<file path="src/rtl/pco_pkg.sv">
// constants for the position compare output slots 13 to 16
package pco_pkg;

  localparam int          PCO_SLOTS      = 4;
  localparam int          PCO_ADDR_W     = 16;
  localparam int          PCO_IDX_W      = 14;

  // register indices; byte address is four times the index
  localparam logic [13:0] PCO_TGT_IDX [PCO_SLOTS] = '{14'h1924, 14'h1927, 14'h192a, 14'h192d};
  localparam logic [13:0] PCO_ATTR_IDX [PCO_SLOTS] = '{14'h1926, 14'h1929, 14'h192c, 14'h192f};
  localparam logic [13:0] PCO_STAT_IDX   = 14'h1940;

  // attribute field positions
  localparam int          PCO_B_RISE     = 0;
  localparam int          PCO_B_FALL     = 1;
  localparam int          PCO_B_OUT1     = 7;
  localparam int          PCO_B_OUT2     = 8;
  localparam int          PCO_B_DIVA     = 12;
  localparam int          PCO_B_DIVZ     = 13;
  localparam int          PCO_B_OCZ [PCO_SLOTS] = '{15, 14, 14, 14};

  // reset values
  localparam logic [31:0] PCO_TGT_RST    = 32'h0000_0000;
  localparam logic [15:0] PCO_ATTR_RST   = 16'h0000;

endpackage

</file>
<file path="src/rtl/pco_compare.sv">
// position compare slots 13 to 16 with register port and routed event outputs
`timescale 1ns/1ps
module pco_compare
  import pco_pkg::*;
(
  input  wire logic                  mclk,
  input  wire logic                  rst,
  input  wire logic [PCO_ADDR_W-1:0] addr,
  input  wire logic [31:0]           wr_data,
  input  wire logic                  wr_strobe,
  input  wire logic                  rd_strobe,
  output logic      [31:0]           rd_data,
  input  wire logic signed [31:0]    pos_value,
  input  wire logic                  pos_valid,
  output logic                       first_general_output,
  output logic                       second_general_output,
  output logic                       freq_div_a_output,
  output logic                       freq_div_z_output,
  output logic                       open_collector_index_output
);

  logic signed [31:0]   target_reg [PCO_SLOTS];
  logic        [15:0]   attr_reg   [PCO_SLOTS];
  logic [PCO_SLOTS-1:0] above_reg;
  logic [PCO_SLOTS-1:0] known_reg;
  logic [PCO_SLOTS-1:0] rise_hit;
  logic [PCO_SLOTS-1:0] fall_hit;
  logic [PCO_SLOTS-1:0] ev;
  logic [PCO_SLOTS-1:0] ev_out1;
  logic [PCO_SLOTS-1:0] ev_out2;
  logic [PCO_SLOTS-1:0] ev_diva;
  logic [PCO_SLOTS-1:0] ev_divz;
  logic [PCO_SLOTS-1:0] ev_ocz;
  logic [31:0]          rd_data_reg;
  logic [31:0]          rd_data_next;
  logic [PCO_IDX_W-1:0] idx;
  logic                 aligned;

  assign idx     = addr[PCO_ADDR_W-1:2];
  assign aligned = (addr[1:0] == 2'h0);

  //////////////////////////////////////////////////////////////////////////////
  // register writes

  always_ff @(posedge mclk)
  begin
    if (rst)
    begin
      for (int i = 0; i < PCO_SLOTS; i++)
      begin
        target_reg[i] <= PCO_TGT_RST;
        attr_reg[i]   <= PCO_ATTR_RST;
      end
    end
    else if (wr_strobe && aligned)
    begin
      // each slot decodes only its own index
      for (int i = 0; i < PCO_SLOTS; i++)
      begin
        if (idx == PCO_TGT_IDX[i])
          target_reg[i] <= wr_data;
        if (idx == PCO_ATTR_IDX[i])
          attr_reg[i] <= wr_data[15:0];
      end
    end
  end

  //////////////////////////////////////////////////////////////////////////////
  // register reads, data valid the cycle after the strobe only

  always_comb
  begin
    rd_data_next = 32'h0000_0000;
    if (rd_strobe && aligned)
    begin
      for (int i = 0; i < PCO_SLOTS; i++)
      begin
        if (idx == PCO_TGT_IDX[i])
          rd_data_next = target_reg[i];
        if (idx == PCO_ATTR_IDX[i])
          rd_data_next = {16'h0000, attr_reg[i]};
      end
      if (idx == PCO_STAT_IDX)
        rd_data_next = {24'h00_0000, known_reg, above_reg};
    end
  end

  always_ff @(posedge mclk)
  begin
    if (rst)
      rd_data_reg <= 32'h0000_0000;
    else
      rd_data_reg <= rd_data_next;
  end

  assign rd_data = rd_data_reg;

  //////////////////////////////////////////////////////////////////////////////
  // crossing detection; compares against the live target so writes act at once

  for (genvar g = 0; g < PCO_SLOTS; g++)
  begin : g_slot
    logic now_above;
    logic now_below;

    assign now_above = pos_value > target_reg[g];
    assign now_below = pos_value < target_reg[g];
    // an equal sample keeps the remembered side, so passing through the target still counts once
    assign rise_hit[g] = pos_valid && known_reg[g] && !above_reg[g] && now_above;
    assign fall_hit[g] = pos_valid && known_reg[g] && above_reg[g] && now_below;
    // only bits 0 and 1 qualify; bits 7, 8, 12, 13 and 15 (slot 0) or 14 (other slots) route the event, the rest are stored but unread here
    assign ev[g] = (rise_hit[g] && attr_reg[g][PCO_B_RISE])
                || (fall_hit[g] && attr_reg[g][PCO_B_FALL]);
    assign ev_out1[g] = ev[g] && attr_reg[g][PCO_B_OUT1];
    assign ev_out2[g] = ev[g] && attr_reg[g][PCO_B_OUT2];
    assign ev_diva[g] = ev[g] && attr_reg[g][PCO_B_DIVA];
    assign ev_divz[g] = ev[g] && attr_reg[g][PCO_B_DIVZ];
    assign ev_ocz[g]  = ev[g] && attr_reg[g][PCO_B_OCZ[g]];

    always_ff @(posedge mclk)
    begin
      if (rst)
      begin
        above_reg[g] <= 1'b0;
        known_reg[g] <= 1'b0;
      end
      else if (pos_valid && (now_above || now_below))
      begin
        // first sample after reset only learns the side, it fires nothing
        above_reg[g] <= now_above;
        known_reg[g] <= 1'b1;
      end
    end
  end

  //////////////////////////////////////////////////////////////////////////////
  // routed outputs, one cycle pulse per event; slots share outputs by or

  always_ff @(posedge mclk)
  begin
    if (rst)
    begin
      first_general_output        <= 1'b0;
      second_general_output       <= 1'b0;
      freq_div_a_output           <= 1'b0;
      freq_div_z_output           <= 1'b0;
      open_collector_index_output <= 1'b0;
    end
    else
    begin
      first_general_output        <= |ev_out1;
      second_general_output       <= |ev_out2;
      freq_div_a_output           <= |ev_diva;
      freq_div_z_output           <= |ev_divz;
      open_collector_index_output <= |ev_ocz;
    end
  end

  //////////////////////////////////////////////////////////////////////////////
  // assertions

  logic signed [31:0] tgt0;
  logic signed [31:0] tgt1;
  logic signed [31:0] tgt2;
  logic        [15:0] attr0;
  logic        [15:0] attr3;

  assign tgt0  = target_reg[0];
  assign tgt1  = target_reg[1];
  assign tgt2  = target_reg[2];
  assign attr0 = attr_reg[0];
  assign attr3 = attr_reg[3];

  property p_rise_out1;
    @(posedge mclk) disable iff (rst)
    pos_valid && known_reg[0] && !above_reg[0] && (pos_value > tgt0)
      && attr0[PCO_B_RISE] && attr0[PCO_B_OUT1] |=> first_general_output;
  endproperty
  a_rise_out1: assert property (p_rise_out1) else $error("rising crossing did not pulse first output");

  property p_fall_out2;
    @(posedge mclk) disable iff (rst)
    pos_valid && known_reg[3] && above_reg[3] && (pos_value < target_reg[3])
      && attr3[PCO_B_FALL] && attr3[PCO_B_OUT2] |=> second_general_output;
  endproperty
  a_fall_out2: assert property (p_fall_out2) else $error("falling crossing did not pulse second output");

  property p_out1_cause;
    @(posedge mclk) disable iff (rst)
    first_general_output |-> $past(|ev_out1);
  endproperty
  a_out1_cause: assert property (p_out1_cause) else $error("first output pulsed without routed event");

  property p_diva_cause;
    @(posedge mclk) disable iff (rst)
    !$past(rst) && !$past(|ev_diva) |-> !freq_div_a_output;
  endproperty
  a_diva_cause: assert property (p_diva_cause) else $error("divider A output pulsed without routed event");

  property p_dir_only;
    @(posedge mclk) disable iff (rst)
    ev[0] && !attr0[PCO_B_RISE] |-> fall_hit[0] && attr0[PCO_B_FALL];
  endproperty
  a_dir_only: assert property (p_dir_only) else $error("event fired without a direction bit");

  property p_tgt_reset;
    @(posedge mclk)
    $past(rst) |-> (tgt0 == 32'sh0) && (tgt2 == 32'sh0);
  endproperty
  a_tgt_reset: assert property (p_tgt_reset) else $error("target not zero after reset");

  property p_slot_indep;
    @(posedge mclk) disable iff (rst)
    wr_strobe && aligned && (idx == PCO_TGT_IDX[1]) |=> $stable(tgt2) && (tgt1 == $past(wr_data));
  endproperty
  a_slot_indep: assert property (p_slot_indep) else $error("target write not isolated to its slot");

  property p_read_next;
    @(posedge mclk) disable iff (rst)
    rd_strobe && aligned && (idx == PCO_TGT_IDX[0]) |=> rd_data == $past(tgt0)
      ##1 (rd_data == 32'h0 || $past(rd_strobe));
  endproperty
  a_read_next: assert property (p_read_next) else $error("read data wrong or held");

  property p_equal_quiet;
    @(posedge mclk) disable iff (rst)
    pos_valid && (pos_value == tgt0) |-> !rise_hit[0] && !fall_hit[0] ##1 $stable(above_reg[0]);
  endproperty
  a_equal_quiet: assert property (p_equal_quiet) else $error("equal sample counted as crossing");

  // other slots and outputs, so no single slot carries every route
  property p_fall_out1;
    @(posedge mclk) disable iff (rst)
    pos_valid && known_reg[1] && above_reg[1] && (pos_value < tgt1)
      && attr_reg[1][PCO_B_FALL] && attr_reg[1][PCO_B_OUT1] |=> first_general_output;
  endproperty
  a_fall_out1: assert property (p_fall_out1) else $error("falling crossing did not pulse first output");

  property p_rise_divz;
    @(posedge mclk) disable iff (rst)
    pos_valid && known_reg[2] && !above_reg[2] && (pos_value > tgt2)
      && attr_reg[2][PCO_B_RISE] && attr_reg[2][PCO_B_DIVZ] |=> freq_div_z_output;
  endproperty
  a_rise_divz: assert property (p_rise_divz) else $error("rising crossing did not pulse divider Z output");

  property p_out2_cause;
    @(posedge mclk) disable iff (rst)
    second_general_output |-> $past(|ev_out2);
  endproperty
  a_out2_cause: assert property (p_out2_cause) else $error("second output pulsed without routed event");

  property p_divz_cause;
    @(posedge mclk) disable iff (rst)
    !$past(rst) && !$past(|ev_divz) |-> !freq_div_z_output;
  endproperty
  a_divz_cause: assert property (p_divz_cause) else $error("divider Z output pulsed without routed event");

  property p_no_dir;
    @(posedge mclk) disable iff (rst)
    !attr_reg[1][PCO_B_RISE] && !attr_reg[1][PCO_B_FALL] |-> !ev[1];
  endproperty
  a_no_dir: assert property (p_no_dir) else $error("event fired with both direction bits clear");

  property p_first_quiet;
    @(posedge mclk) disable iff (rst)
    pos_valid && !known_reg[3] |-> !rise_hit[3] && !fall_hit[3];
  endproperty
  a_first_quiet: assert property (p_first_quiet) else $error("first sample counted as crossing");

  property p_attr_write;
    @(posedge mclk) disable iff (rst)
    wr_strobe && aligned && (idx == PCO_ATTR_IDX[0]) |=> attr0 == $past(wr_data[15:0]);
  endproperty
  a_attr_write: assert property (p_attr_write) else $error("attribute write did not act at once");

  property p_tgt_write;
    @(posedge mclk) disable iff (rst)
    wr_strobe && aligned && (idx == PCO_TGT_IDX[3]) |=> target_reg[3] == $past(wr_data);
  endproperty
  a_tgt_write: assert property (p_tgt_write) else $error("target write did not act at once");

  property p_side_learn;
    @(posedge mclk) disable iff (rst)
    pos_valid && (pos_value > tgt1) |=> above_reg[1] && known_reg[1];
  endproperty
  a_side_learn: assert property (p_side_learn) else $error("slot did not keep its own above side");

  property p_side_fall;
    @(posedge mclk) disable iff (rst)
    pos_valid && (pos_value < tgt2) |=> known_reg[2] && !above_reg[2];
  endproperty
  a_side_fall: assert property (p_side_fall) else $error("slot did not keep its own below side");

  c_rise: cover property (@(posedge mclk) disable iff (rst) rise_hit[0] && ev[0]);
  c_fall: cover property (@(posedge mclk) disable iff (rst) fall_hit[3] && ev[3]);
  c_multi: cover property (@(posedge mclk) disable iff (rst) ev[0] && ev[1]);
  c_fall_out1: cover property (@(posedge mclk) disable iff (rst) fall_hit[1] && ev_out1[1]);
  c_equal: cover property (@(posedge mclk) disable iff (rst) pos_valid && known_reg[0] && (pos_value == tgt0));

endmodule

</file>
<file path="config.mk">
export PLATFORM = sky130hd
export DESIGN_NAME = pco_compare
export DESIGN_NICKNAME = d
export VERILOG_FILES = /design/src/rtl/pco_pkg.sv /design/src/rtl/pco_compare.sv
export SDC_FILE = /design/constraint.sdc
export NUM_CORES = 1
export LEC_CHECK = 0
export ABC_AREA = 1
export BUFFER_PORTS_ARGS = -buffer_cell sky130_fd_sc_hd__buf_2
export CAP_MARGIN = 20
export CORE_MARGIN = 3
export CORE_UTILIZATION = 30
export DETAILED_ROUTE_END_ITERATION = 10
export PLACE_DENSITY = 0.43
export REMOVE_ABC_BUFFERS = 1
export SYNTH_ARGS = -nofsm -noshare
export SYNTH_HDL_FRONTEND = slang
export SYNTH_SLANG_ARGS = --single-unit
</file>
<file path="constraint.sdc">
create_clock -name mclk -period 4.87 [get_ports mclk]
set_input_delay 0.2435 -clock mclk [delete_from_list [all_inputs] [get_ports mclk]]
set_output_delay 0.2435 -clock mclk [all_outputs]
set_load 0.05 [all_outputs]
</file>
=== Word-level counts from Yosys, hierarchy flattened ===
Memories as Yosys holds them, arrays and structs flattened.
Cells that the tools add are included.

* Equal/unequal tests: 9
* Bitwise logic cells: 9
* Multiplexer cells: 51
* Reduce and logical (&&, ||, !) cells: 75
* Order comparisons: 8

{| class="wikitable"
|+ Operator list
! kind !! count
|-
| $mux 32 || 11
|-
| $gt 32x32->1 || 4
|-
| $lt 32x32->1 || 4
|-
| $eq 14x13->1 const B || 9
|-
| $mux 16 || 5
|-
| $logic_and 1x1->1 || 54
|-
| $mux 1 || 34
|-
| $reduce_or 4->1 || 6
|-
| $logic_or 1x1->1 || 8
|-
| $mux 8 || 1
|-
| $or 1x1->1 || 8
|-
| $logic_not 1->1 || 4
|-
| $reduce_or 3->1 || 1
|-
| $logic_not 2->1 || 1
|-
| $reduce_or 2->1 || 1
|-
| $not 1->1 || 1
|}

* Memories: 2
* Register bits after elaboration: 45
* Output and inout port bits: 37
* RAM bits: 192
* Input bits: 85

{| class="wikitable"
|+ Memory list
! name !! depth !! width !! rd ports !! clocked after memory_dff !! write ports !! line !! RTL
|-
| target_reg || 4 || 32 || 4 || 0 || 4 || pco_compare.sv:22 || <nowiki>logic signed [31:0] target_reg [PCO_SLOTS];</nowiki>
|-
| attr_reg || 4 || 16 || 4 || 0 || 4 || pco_compare.sv:23 || <nowiki>logic [15:0] attr_reg [PCO_SLOTS];</nowiki>
|}

=== Depth between registers and ports, before layout ===
Gate-level depths: netlist of the first run.

* Depth after elaboration: 10
* Gate-level depth with buffers: 22
* Gate-level depth less buffers: 22

=== Worst setup path before layout of the first run ===
OpenSTA, ideal clock, no wires.

* Path type: input-to-reg
* Start: input addr[8]
* End: memory target_reg[0][0] (enable)
* Data required time: 4.404 ns
* Setup time: 0.466 ns
* Setup slack: 0.830 ns
* Data arrival time: 3.574 ns
* Stages: 7
* Path through: nor2_1 -> nand3_2 -> nor4_4 -> nand2_2 -> buf_2 -> buf_2 -> o21ai_0

{| class="wikitable"
|+ RTL lines
! item !! line !! RTL
|-
| from (decl) || pco_compare.sv:8 || <nowiki>input wire logic [PCO_ADDR_W-1:0] addr,</nowiki>
|-
| to (decl) || pco_compare.sv:22 ||
|}

==> results of run 1 <==
## worst min-delay path by stage
| stage | start | cells after the start | slack (ns) | endpoint |
|---|---|---|---|---|
| detailed placement | known_reg[3]$_SDFFE_PP0P_ | 2 | 0.46 | known_reg[3]$_SDFFE_PP0P_ |
| floorplan | rst | 1 | 0.31 | above_reg[0]$_SDFFE_PP0P_ |
| finish | wr_data[21] | 3 | 0.03 | target_reg[3][21]$_SDFFCE_PN0P_ |
| global route | wr_data[21] | 3 | 0.02 | target_reg[3][21]$_SDFFCE_PN0P_ |
| CTS | wr_data[21] | 3 | 0.0009 | target_reg[3][21]$_SDFFCE_PN0P_ |
| global placement | known_reg[2]$_SDFFE_PP0P_ | 2 | 0.46 | known_reg[2]$_SDFFE_PP0P_ |
## worst max-delay path: stages (launching register included)
cell and delay, ns:
edfxtp_1 0.36, inv_1 0.14, ha_1 0.27, a21oi_1 0.15, o21ai_0 0.08, a21oi_1 0.43
nand2_1 0.16, nand2_1 0.11, nand3_1 0.06, nand2_1 0.16, inv_1 0.07, nand2_1 0.06
nand2_1 0.16, nand2_1 0.11, nand2_1 0.06, nor2_1 0.11, nor2_1 0.05
## cell type report
| type | instances | area, sq um |
|---|---|---|
| inverter | 246 | 923.4 |
| timing repair buffer | 149 | 820.8 |
| multi-input combinational | 1005 | 5642 |
| fill | 4630 | 27590 |
| tap | 585 | 732.0 |
| sequential | 237 | 6666 |
| clock buffer | 44 | 992.2 |
| clock inverter | 14 | 183.9 |
## metal layers
| layer | track usage [%] | share of wire, % |
|---|---|---|
| met5 | 0 | 0 |
| met4 | 5.632 | 2.7 |
| met3 | 2.946 | 4.9 |
| met2 | 32.52 | 46 |
| met1 | 26.80 | 46 |
## cell usage in the layout, fill, tap and decap left out, types with 5 or more instances in the layout
master,count
a21oi_1,79
a221oi_1,16
a31oi_1,9
buf_2,121
buf_4,26
clkbuf_16,37
dfxtp_1,45
edfxtp_1,192
ha_1,128
inv_1,243
nand2_1,236
nand2_2,5
nand3_1,51
nand3_2,5
nand4_1,36
nor2_1,300
o21a_1,6
o21ai_0,66
o21ai_1,13
o21bai_1,7
o22ai_1,25
## power by group through the flow
stage                     clock network [mW]  logic, mW  registers, mW
after global placement                     0      0.513           2.35
after global routing                    2.71      0.591           2.32
after detailed placement                   0      0.520           2.35
final                                   2.58      0.520           2.31
after CTS                               2.63      0.524           2.31
after floorplan                            0      0.288           2.35
## kinds of logic (layout without fill, tap and decap cells)
family          count (synthesis)  in the layout  share of synthesized area (%)
compound gates                228            228                          9.583
fa+ha+maj                     128            128                          11.96
simple gates                  649            649                          20.20
flops                         237            237                          49.77
buf+inv                       293            453                          8.490
## stage by stage
| stage | worst slack, ns | std cells | power (mW) |
|---|---|---|---|
| 2_1_floorplan | 0.5795 | 1488 | 2.637 |
| 3_5_place_dp | 1.779 | 2220 | 2.873 |
| 6_report | 2.205 | 2280 | 5.408 |
| 5_1_grt | 1.893 | 2280 | 5.624 |
| 3_3_place_gp | 1.847 | 2220 | 2.866 |
| 4_1_cts | 2.208 | 2280 | 5.464 |
==> run metrics, run 1 <==
Post-synth EDFFs 192; Reg2Reg Depth 16; TritonCTS clock tree done; count leader, synth nor2_1; P_leak 7.345 nW; Root Buffer clkbuf_16; R2R setup slack 2.20 ns; mean post-synth cell area 8.727 sq um; Diodes inserted 0; CORE AREA 0.04355 sq mm; Wirelength per Cell 20.57 um; Tcrit/Tclk final 54.73%; Logic pwr share 9.6%; Nets 1,883; actual slew at the worst max-slew pin 0.9871 ns; flop and latch count out of synthesis 237; pin count of the biggest net entering global routing 34; P&R area growth vs syn 19.15%; vias per std cell 4.793; Yosys warning count 0; final hold viol count 0; Sequential Power Share 42.7%; Ports 122; Worst setup SP type register; router iterations before antenna repair 5; post-DP HPWL 34,430 um; register area share after synthesis 49.77%; post-CTS resize count 0; top cell type's share of synthesized area 43.04%; die width 217.3 um; Power Dens Cells 338.8 mW/mm^2; via count 10,927; total global-route track usage 19.66%; reg-to-reg startpoint target_reg[0][13]$_SDFFCE_PN0P_; setup_tns 0 ns; Die H 217.3 um; DRT antenna net count 0; Synth area leaders edfxtp_1 (43%), ha_1 (12%), nor2_1 (8.4%); H-Tree Depth 1; Initial Util 30.76%; Clock transition at path regs 0.06 ns; Post-synth top cells nor2_1 (300), inv_1 (243), nand2_1 (236); unrepaired setup endpoints after global routing false; Pint 4.063 mW; Clock power frac 47.7%; Cells after Synth 1,535; Post-synth ARST share 0%; final wirelength 46,900 um; # Max-Cap Violations 0; CP endpoint kind register; main flop type after synthesis edfxtp_1; status finished, final reports clean; CP endpoint open_collector_index_output$_SDFF_PP0_; # rows 76; vias in the first global route 11,099; share of cells above drive strength 1 12.92%; Final Skew 0.02093 ns; reg-to-reg endpoint open_collector_index_output$_SDFF_PP0_; initial antenna violation count 0; switch share 24.87%; # port buffers 121; Clock Tree Buf Depth 3; peak supply drop 0.2509 mV; max reg flops 128; Tmin final 2.665 ns; design area 0.01596 sq mm; Post-CTS Setup Bufs 0; Worst-Skew Late Latency 0.59 ns; fmax 375.2 MHz; Worst Path Arrival 3.12 ns; Hold Slack 0.02540 ns; Worst slew margin 33.94%; grt ovf 0; crit path kind register to register; Switch Pwr 1.345 mW; Cell Area, Placed 0.01476 sq mm; RePlAce Congestion 0.8478; CTS buffer count 31; Slew Limit Fails 0; Die ar. 0.04722 sq mm; HP Class input pin to register; initial DRC count 645; Synth area leader edfxtp_1; CTS sink cnt 237; Data required, critical path 5.32 ns; post-layout util 36.65%; Post-CTS Hold Buffers 2; count of final setup violators 0; Synth Cell Area 0.01340 sq mm; first-pass GRT wire length 69,270 um; Netlist cell types 35; crit path from target_reg[0][13]$_SDFFCE_PN0P_; worst-path fanout max 5; drc violations 0
Power figures use the tool's default switching activity.
==> run 2: changes to the inputs <==
==> constraint.sdc (replaced) <==
create_clock -name mclk -period 2.59 [get_ports mclk]
set_input_delay 0.1295 -clock mclk [delete_from_list [all_inputs] [get_ports mclk]]
set_output_delay 0.1295 -clock mclk [all_outputs]
set_load 0.05 [all_outputs]
==> run metrics, run 2 (same netlist as run 1, synthesis figures left out) <==
Clock transition at path regs 0.07 ns (was 0.06 ns); count of final setup violators 0 (unchanged); Wirelength per Cell 20.61 um (was 20.57 um); Initial Util 30.76% (unchanged); max reg flops 128 (unchanged); final hold viol count 0 (unchanged); placed cells 2,244 (was 2,220); initial antenna violation count 0 (unchanged); Diodes inserted 0 (unchanged); switch share 26.28% (was 24.87%); via count 11,208 (was 10,927); worst-path fanout max 5 (unchanged); Die H 217.3 um (unchanged); commonest non-fill, non-tap cell in the layout nor2_1 (unchanged); CTS sink cnt 237 (unchanged); initial DRC count 763 (was 645); Final Skew 0.01739 ns (was 0.02093 ns); drc violations 0 (unchanged); HP Class input pin to register (unchanged); vias per std cell 4.837 (was 4.793); design area 0.01615 sq mm (was 0.01596 sq mm); grt ovf 0 (unchanged); final wirelength 47,750 um (was 46,900 um); Worst slew margin 47.73% (was 33.94%); Buf/Inv on CP 2 (unchanged); CP endpoint kind register (unchanged); Tmin final 2.413 ns (was 2.665 ns); # rows 76 (unchanged); Nets 1,923 (was 1,883); Cell Area, Placed 0.01499 sq mm (was 0.01476 sq mm); Pint 6.939 mW (was 4.063 mW); fmax 414.4 MHz (was 375.2 MHz); share of cells above drive strength 1 14.49% (was 12.92%); router iterations before antenna repair 5 (unchanged); post-DP HPWL 34,740 um (was 34,430 um); storage element area 0.006666 sq mm (unchanged); Clock power frac 43.1% (was 47.7%); Tcrit/Tclk final 93.16% (was 54.73%); R2R setup slack 0.18 ns (was 2.20 ns); total power 9.413 mW (was 5.408 mW); status finished, final reports clean (unchanged); slowest CP cell or3_1 (was a21oi_1); Worst Path Arrival 2.86 ns (was 3.12 ns); # port buffers 121 (unchanged); first-pass GRT wire length 71,430 um (was 69,270 um); Ports 122 (unchanged); crit path kind register to register (unchanged); Clock Tree Buf Depth 3 (unchanged); CORE AREA 0.04355 sq mm (unchanged); DRT antenna net count 0 (unchanged); Slew Limit Fails 0 (unchanged); Power Dens Cells 582.8 mW/mm^2 (was 338.8 mW/mm^2); die width 217.3 um (unchanged); Worst-Skew Late Latency 0.57 ns (was 0.59 ns); pin count of the biggest net entering global routing 34 (unchanged); Data required, critical path 3.04 ns (was 5.32 ns); peak supply drop 0.4199 mV (was 0.2509 mV); multi-input logic area 0.005674 sq mm (was 0.005642 sq mm); Logic pwr share 10.7% (was 9.6%); vias in the first global route 11,343 (was 11,099); CTS buffer count 29 (was 31); Sequential Power Share 46.2% (was 42.7%); Root Buffer clkbuf_16 (unchanged); actual slew at the worst max-slew pin 0.7822 ns (was 0.9871 ns); total global-route track usage 20.01% (was 19.66%); TritonCTS clock tree done (unchanged); H-Tree Depth 1 (unchanged); P&R area growth vs syn 20.58% (was 19.15%); RePlAce Congestion 0.8499 (was 0.8478); fillcell total 4,568 (was 4,630); P_leak 7.441 nW (was 7.345 nW); Worst setup SP type register (unchanged); non-filler instance count after layout 2,317 (was 2,280); most used cell, CP nand2_1 (unchanged); Switch Pwr 2.474 mW (was 1.345 mW); CP peak stage delay 0.41 ns (was 0.43 ns); CP delay by family, top simple AND/OR/NAND/NOR gates (unchanged); # Max-Cap Violations 0 (unchanged); highest-count cells in the layout ignoring fill and taps nor2_1 (295), inv_1 (243), nand2_1 (232) (was nor2_1 (300), inv_1 (243), nand2_1 (236)); critical path cell sequence inv_1 > ha_1 > nand2_1 > nor2_2 > nand4_1 > buf_4 > or3_1 > nand3_1 > nand2_2 > nand2_1 > nand2_1 > nor2_1 > nor2_1 (was inv_1 > ha_1 > a21oi_1 > o21ai_0 > a21oi_1 > nand2_1 > nand2_1 > nand3_1 > nand2_1 > inv_1 > nand2_1 > nand2_1 > nand2_1 > nand2_1 > nor2_1 > nor2_1); unrepaired setup endpoints after global routing false (unchanged); Die ar. 0.04722 sq mm (unchanged)
[run 2: final cells by class]
class,count,area share [%]
repair buffers,191,7.592
well taps,585,4.532
clock inverters,18,0.9373
flip-flops and latches,237,41.27
multi-input cells,1005,35.13
inverters,246,5.717
clock buffers,35,4.818
[run 2: worst min-delay path: stages]
cell	delay (ns)
buf_2	0.07
inv_1	0.14
nor2_1	0.13
[run 2: what timing repair did]
action / in CTS / in global routing
hold endpoints to repair: 77 / 0
hold buffers: 18 / 0
resized for setup: 0 / 12
setup buffers: 0 / 2
endpoints found under the setup margin: 0 / 5
[run 2: stage by stage]
| step | TNS [ns] | hold WS [ns] | setup slack [ns] | utilization [%] |
|---|---|---|---|---|
| global placement | 0 | 0.4732 | 0.1685 | 34.43 |
| floorplan | -199.97 | 0.1986 | -1.586 | - |
| finish | 0 | 0.01331 | 0.1771 | 37.09 |
| detailed placement | 0 | 0.4756 | 0.1505 | 34.43 |
| global route | 0 | 0.03380 | 0.003293 | 37.09 |
| CTS | 0 | 0.006176 | 0.1342 | 36.98 |
[run 2: path summary, 6_finish.rpt]
path	cells past startpoint	start	end
worst max-delay path	13	target_reg[0][13]$_SDFFCE_PN0P_	freq_div_a_output$_SDFF_PP0_
worst min register to register	2	known_reg[3]$_SDFFE_PP0P_	known_reg[3]$_SDFFE_PP0P_
worst min-delay path	3	wr_data[11]	target_reg[3][11]$_SDFFCE_PN0P_
worst max register to register	13	target_reg[0][13]$_SDFFCE_PN0P_	freq_div_a_output$_SDFF_PP0_
[run 2: layer usage]
metal / routed length, um / global-route usage [%] / part of all wire [%] / vias up
li1: - / - / - / 5475
met5: 0 / 0 / 0 / -
met3: 2153 / 2.094 / 4.5 / 72
met4: 1328 / 5.806 / 2.8 / 0
met2: 22450 / 33.69 / 47 / 273
met1: 21830 / 27.33 / 46 / 5388
[run 2: power by group through the flow]
| stage | registers [mW] | clock network [mW] | logic (mW) |
|---|---|---|---|
| 4_1_cts | 4.35 | 4.18 | 1.00 |
| 3_5_place_dp | 4.43 | 0 | 0.976 |
| 6_report | 4.35 | 4.06 | 1.00 |
| 2_1_floorplan | 4.42 | 0 | 0.542 |
| 5_1_grt | 4.36 | 4.30 | 1.14 |
| 3_3_place_gp | 4.43 | 0 | 0.961 |
==> run 3: changes to the inputs <==
--- a/config.mk
+++ b/config.mk
@@ -8,10 +8,12 @@
 export ABC_AREA = 1
 export BUFFER_PORTS_ARGS = -buffer_cell sky130_fd_sc_hd__buf_2
 export CAP_MARGIN = 20
-export CORE_MARGIN = 3
+export CELL_PAD_IN_SITES_DETAIL_PLACEMENT = 1
+export CELL_PAD_IN_SITES_GLOBAL_PLACEMENT = 2
 export CORE_UTILIZATION = 30
 export DETAILED_ROUTE_END_ITERATION = 10
-export PLACE_DENSITY = 0.43
+export PLACE_DENSITY = 0.64
+export RECOVER_POWER = 50
 export REMOVE_ABC_BUFFERS = 1
 export SYNTH_ARGS = -nofsm -noshare
 export SYNTH_HDL_FRONTEND = slang
==> run metrics, run 3 (same netlist as run 1, synthesis figures left out) <==
Initial Util 30.36% (was 30.76%); initial DRC count 499 (was 763); pin count of the biggest net entering global routing 26 (was 34); fmax 403.0 MHz (was 414.4 MHz); slowest CP cell clkbuf_1 (was or3_1); CORE AREA 0.04412 sq mm (was 0.04355 sq mm); Clock transition at path regs 0.06 ns (was 0.07 ns); post-DP HPWL 37,870 um (was 34,740 um); Worst slew margin 24.42% (was 47.73%); TritonCTS clock tree done (unchanged); commonest non-fill, non-tap cell in the layout nor2_1 (unchanged); setup_tns 0 ns (unchanged); Diodes inserted 0 (unchanged); vias per std cell 4.876 (was 4.837); critical path cell sequence buf_2 > inv_1 > nand2_1 > nor2_1 > nand2_1 > inv_1 > clkbuf_1 > nand3_1 > clkbuf_2 > o21ai_0 > clkbuf_1 (was inv_1 > ha_1 > nand2_1 > nor2_2 > nand4_1 > buf_4 > or3_1 > nand3_1 > nand2_2 > nand2_1 > nand2_1 > nor2_1 > nor2_1); Power Dens Cells 607.7 mW/mm^2 (was 582.8 mW/mm^2); final hold viol count 0 (unchanged); peak supply drop 0.5043 mV (was 0.4199 mV); actual slew at the worst max-slew pin 1.134 ns (was 0.7822 ns); hold path depth 3 (unchanged); H-Tree Depth 1 (unchanged); Cell Area, Placed 0.01505 sq mm (was 0.01499 sq mm); initial antenna violation count 0 (unchanged); crit path kind input pin to register (was register to register); first-pass GRT wire length 75,350 um (was 71,430 um); Nets 1,931 (was 1,923); Slew Limit Fails 0 (unchanged); status finished, final reports clean (unchanged); Tmin final 2.482 ns (was 2.413 ns); Reg2Reg Depth 13 (unchanged); Final WS setup 0.1084 ns (was 0.1771 ns); design area 0.01613 sq mm (was 0.01615 sq mm); die width 213.3 um (was 217.3 um); drc violations 0 (unchanged); CP peak stage delay 0.52 ns (was 0.41 ns); HP Class input pin to register (unchanged); Clock Tree Buf Depth 3 (unchanged); vias in the first global route 11,749 (was 11,343); non-filler instance count after layout 2,334 (was 2,317); Final Skew 0.01826 ns (was 0.01739 ns); CP endpoint kind register (unchanged); Worst setup SP type input pin (was register); final wirelength 50,820 um (was 47,750 um); Die ar. 0.04550 sq mm (was 0.04722 sq mm); highest-count cells in the layout ignoring fill and taps nor2_1 (294), inv_1 (243), nand2_1 (233) (was nor2_1 (295), inv_1 (243), nand2_1 (232)); via count 11,380 (was 11,208); Ports 122 (unchanged); total global-route track usage 22.86% (was 20.01%); placed cells 2,259 (was 2,244); # port buffers 121 (unchanged); share of cells above drive strength 1 11.54% (was 14.49%); worst-path fanout max 25 (was 5); P&R area growth vs syn 20.44% (was 20.58%); grt ovf 0 (unchanged); CTS buffer count 30 (was 29); # Max-Cap Violations 0 (unchanged); Data required, critical path 2.79 ns (was 3.04 ns); P_leak 7.271 nW (was 7.441 nW); router iterations before antenna repair 5 (unchanged); pre-CTS WS 0.08127 ns (was 0.1505 ns); Tcrit/Tclk final 95.81% (was 93.16%); Worst Path Arrival 2.68 ns (was 2.86 ns); RePlAce Congestion 0.8343 (was 0.8499); # rows 77 (was 76); total power 9.804 mW (was 9.413 mW); CTS sink cnt 237 (unchanged); Worst-Skew Late Latency 0.58 ns (was 0.57 ns); max reg flops 128 (unchanged); Wirelength per Cell 21.77 um (was 20.61 um); count of final setup violators 0 (unchanged); Die H 213.3 um (was 217.3 um); DRT antenna net count 0 (unchanged); Root Buffer clkbuf_16 (unchanged)
-- run 3: final cells by class --
cell class / count / area, sq um
fill: 5326 / 27990
sequential: 237 / 6666
multi-input combinational: 1005 / 5654
timing repair buffer: 198 / 1119
inverter: 246 / 923.4
clock buffer: 39 / 825.8
tap: 592 / 740.7
clock inverter: 17 / 203.9
-- run 3: critical path: cells and delay by family --
family,cells,cell delay (ns)
buffers and inverters,6,1.70
AND/OR/NAND/NOR,4,0.44
AO/OA/AOI/OAI,1,0.39
-- run 3: power by group --
part | internal [mW] | switching [mW] | total [mW]
clock | 2.72 | 1.72 | 4.44
combinational | 0.327 | 0.689 | 1.02
sequential | 4.27 | 0.0774 | 4.35
total | 7.32 | 2.48 | 9.80
-- run 3: timing repair --
| action | in CTS | in global routing |
|---|---|---|
| resized for setup | 0 | 21 |
| buffers inserted | 0 | 1 |
| hold buffers | 18 | 0 |
| endpoints found under the setup margin | 0 | 7 |
| hold endpoints to repair | 77 | 0 |
-- run 3: per-stage QoR --
step	hold WS [ns]	util (%)
detailed placement	0.4845	34.11
floorplan	0.1986	-
global placement	0.4744	34.11
global route	0.04344	36.56
CTS	0.004364	36.85
finish	0.01963	36.56
-- run 3: final timing paths --
check                                                  endpoint                            start  slack (ns)
worst min-delay path              attr_reg[0][14]$_SDFFCE_PN0P_                      wr_data[14]        0.02
worst min register to register        known_reg[3]$_SDFFE_PP0P_        known_reg[3]$_SDFFE_PP0P_        0.49
worst max-delay path               attr_reg[3][3]$_SDFFCE_PN0P_                         addr[11]        0.11
worst max register to register  first_general_output$_SDFF_PP0_  target_reg[0][15]$_SDFFCE_PN0P_        0.16
-- run 3: per-layer routing --
metal,global-route usage (%),routed length (um),vias to the layer above
li1,-,-,5499
met1,31.23,23670,5573
met2,38.32,23880,250
met3,2.868,2192,58
met4,5.394,1075,0
met5,0,0,-
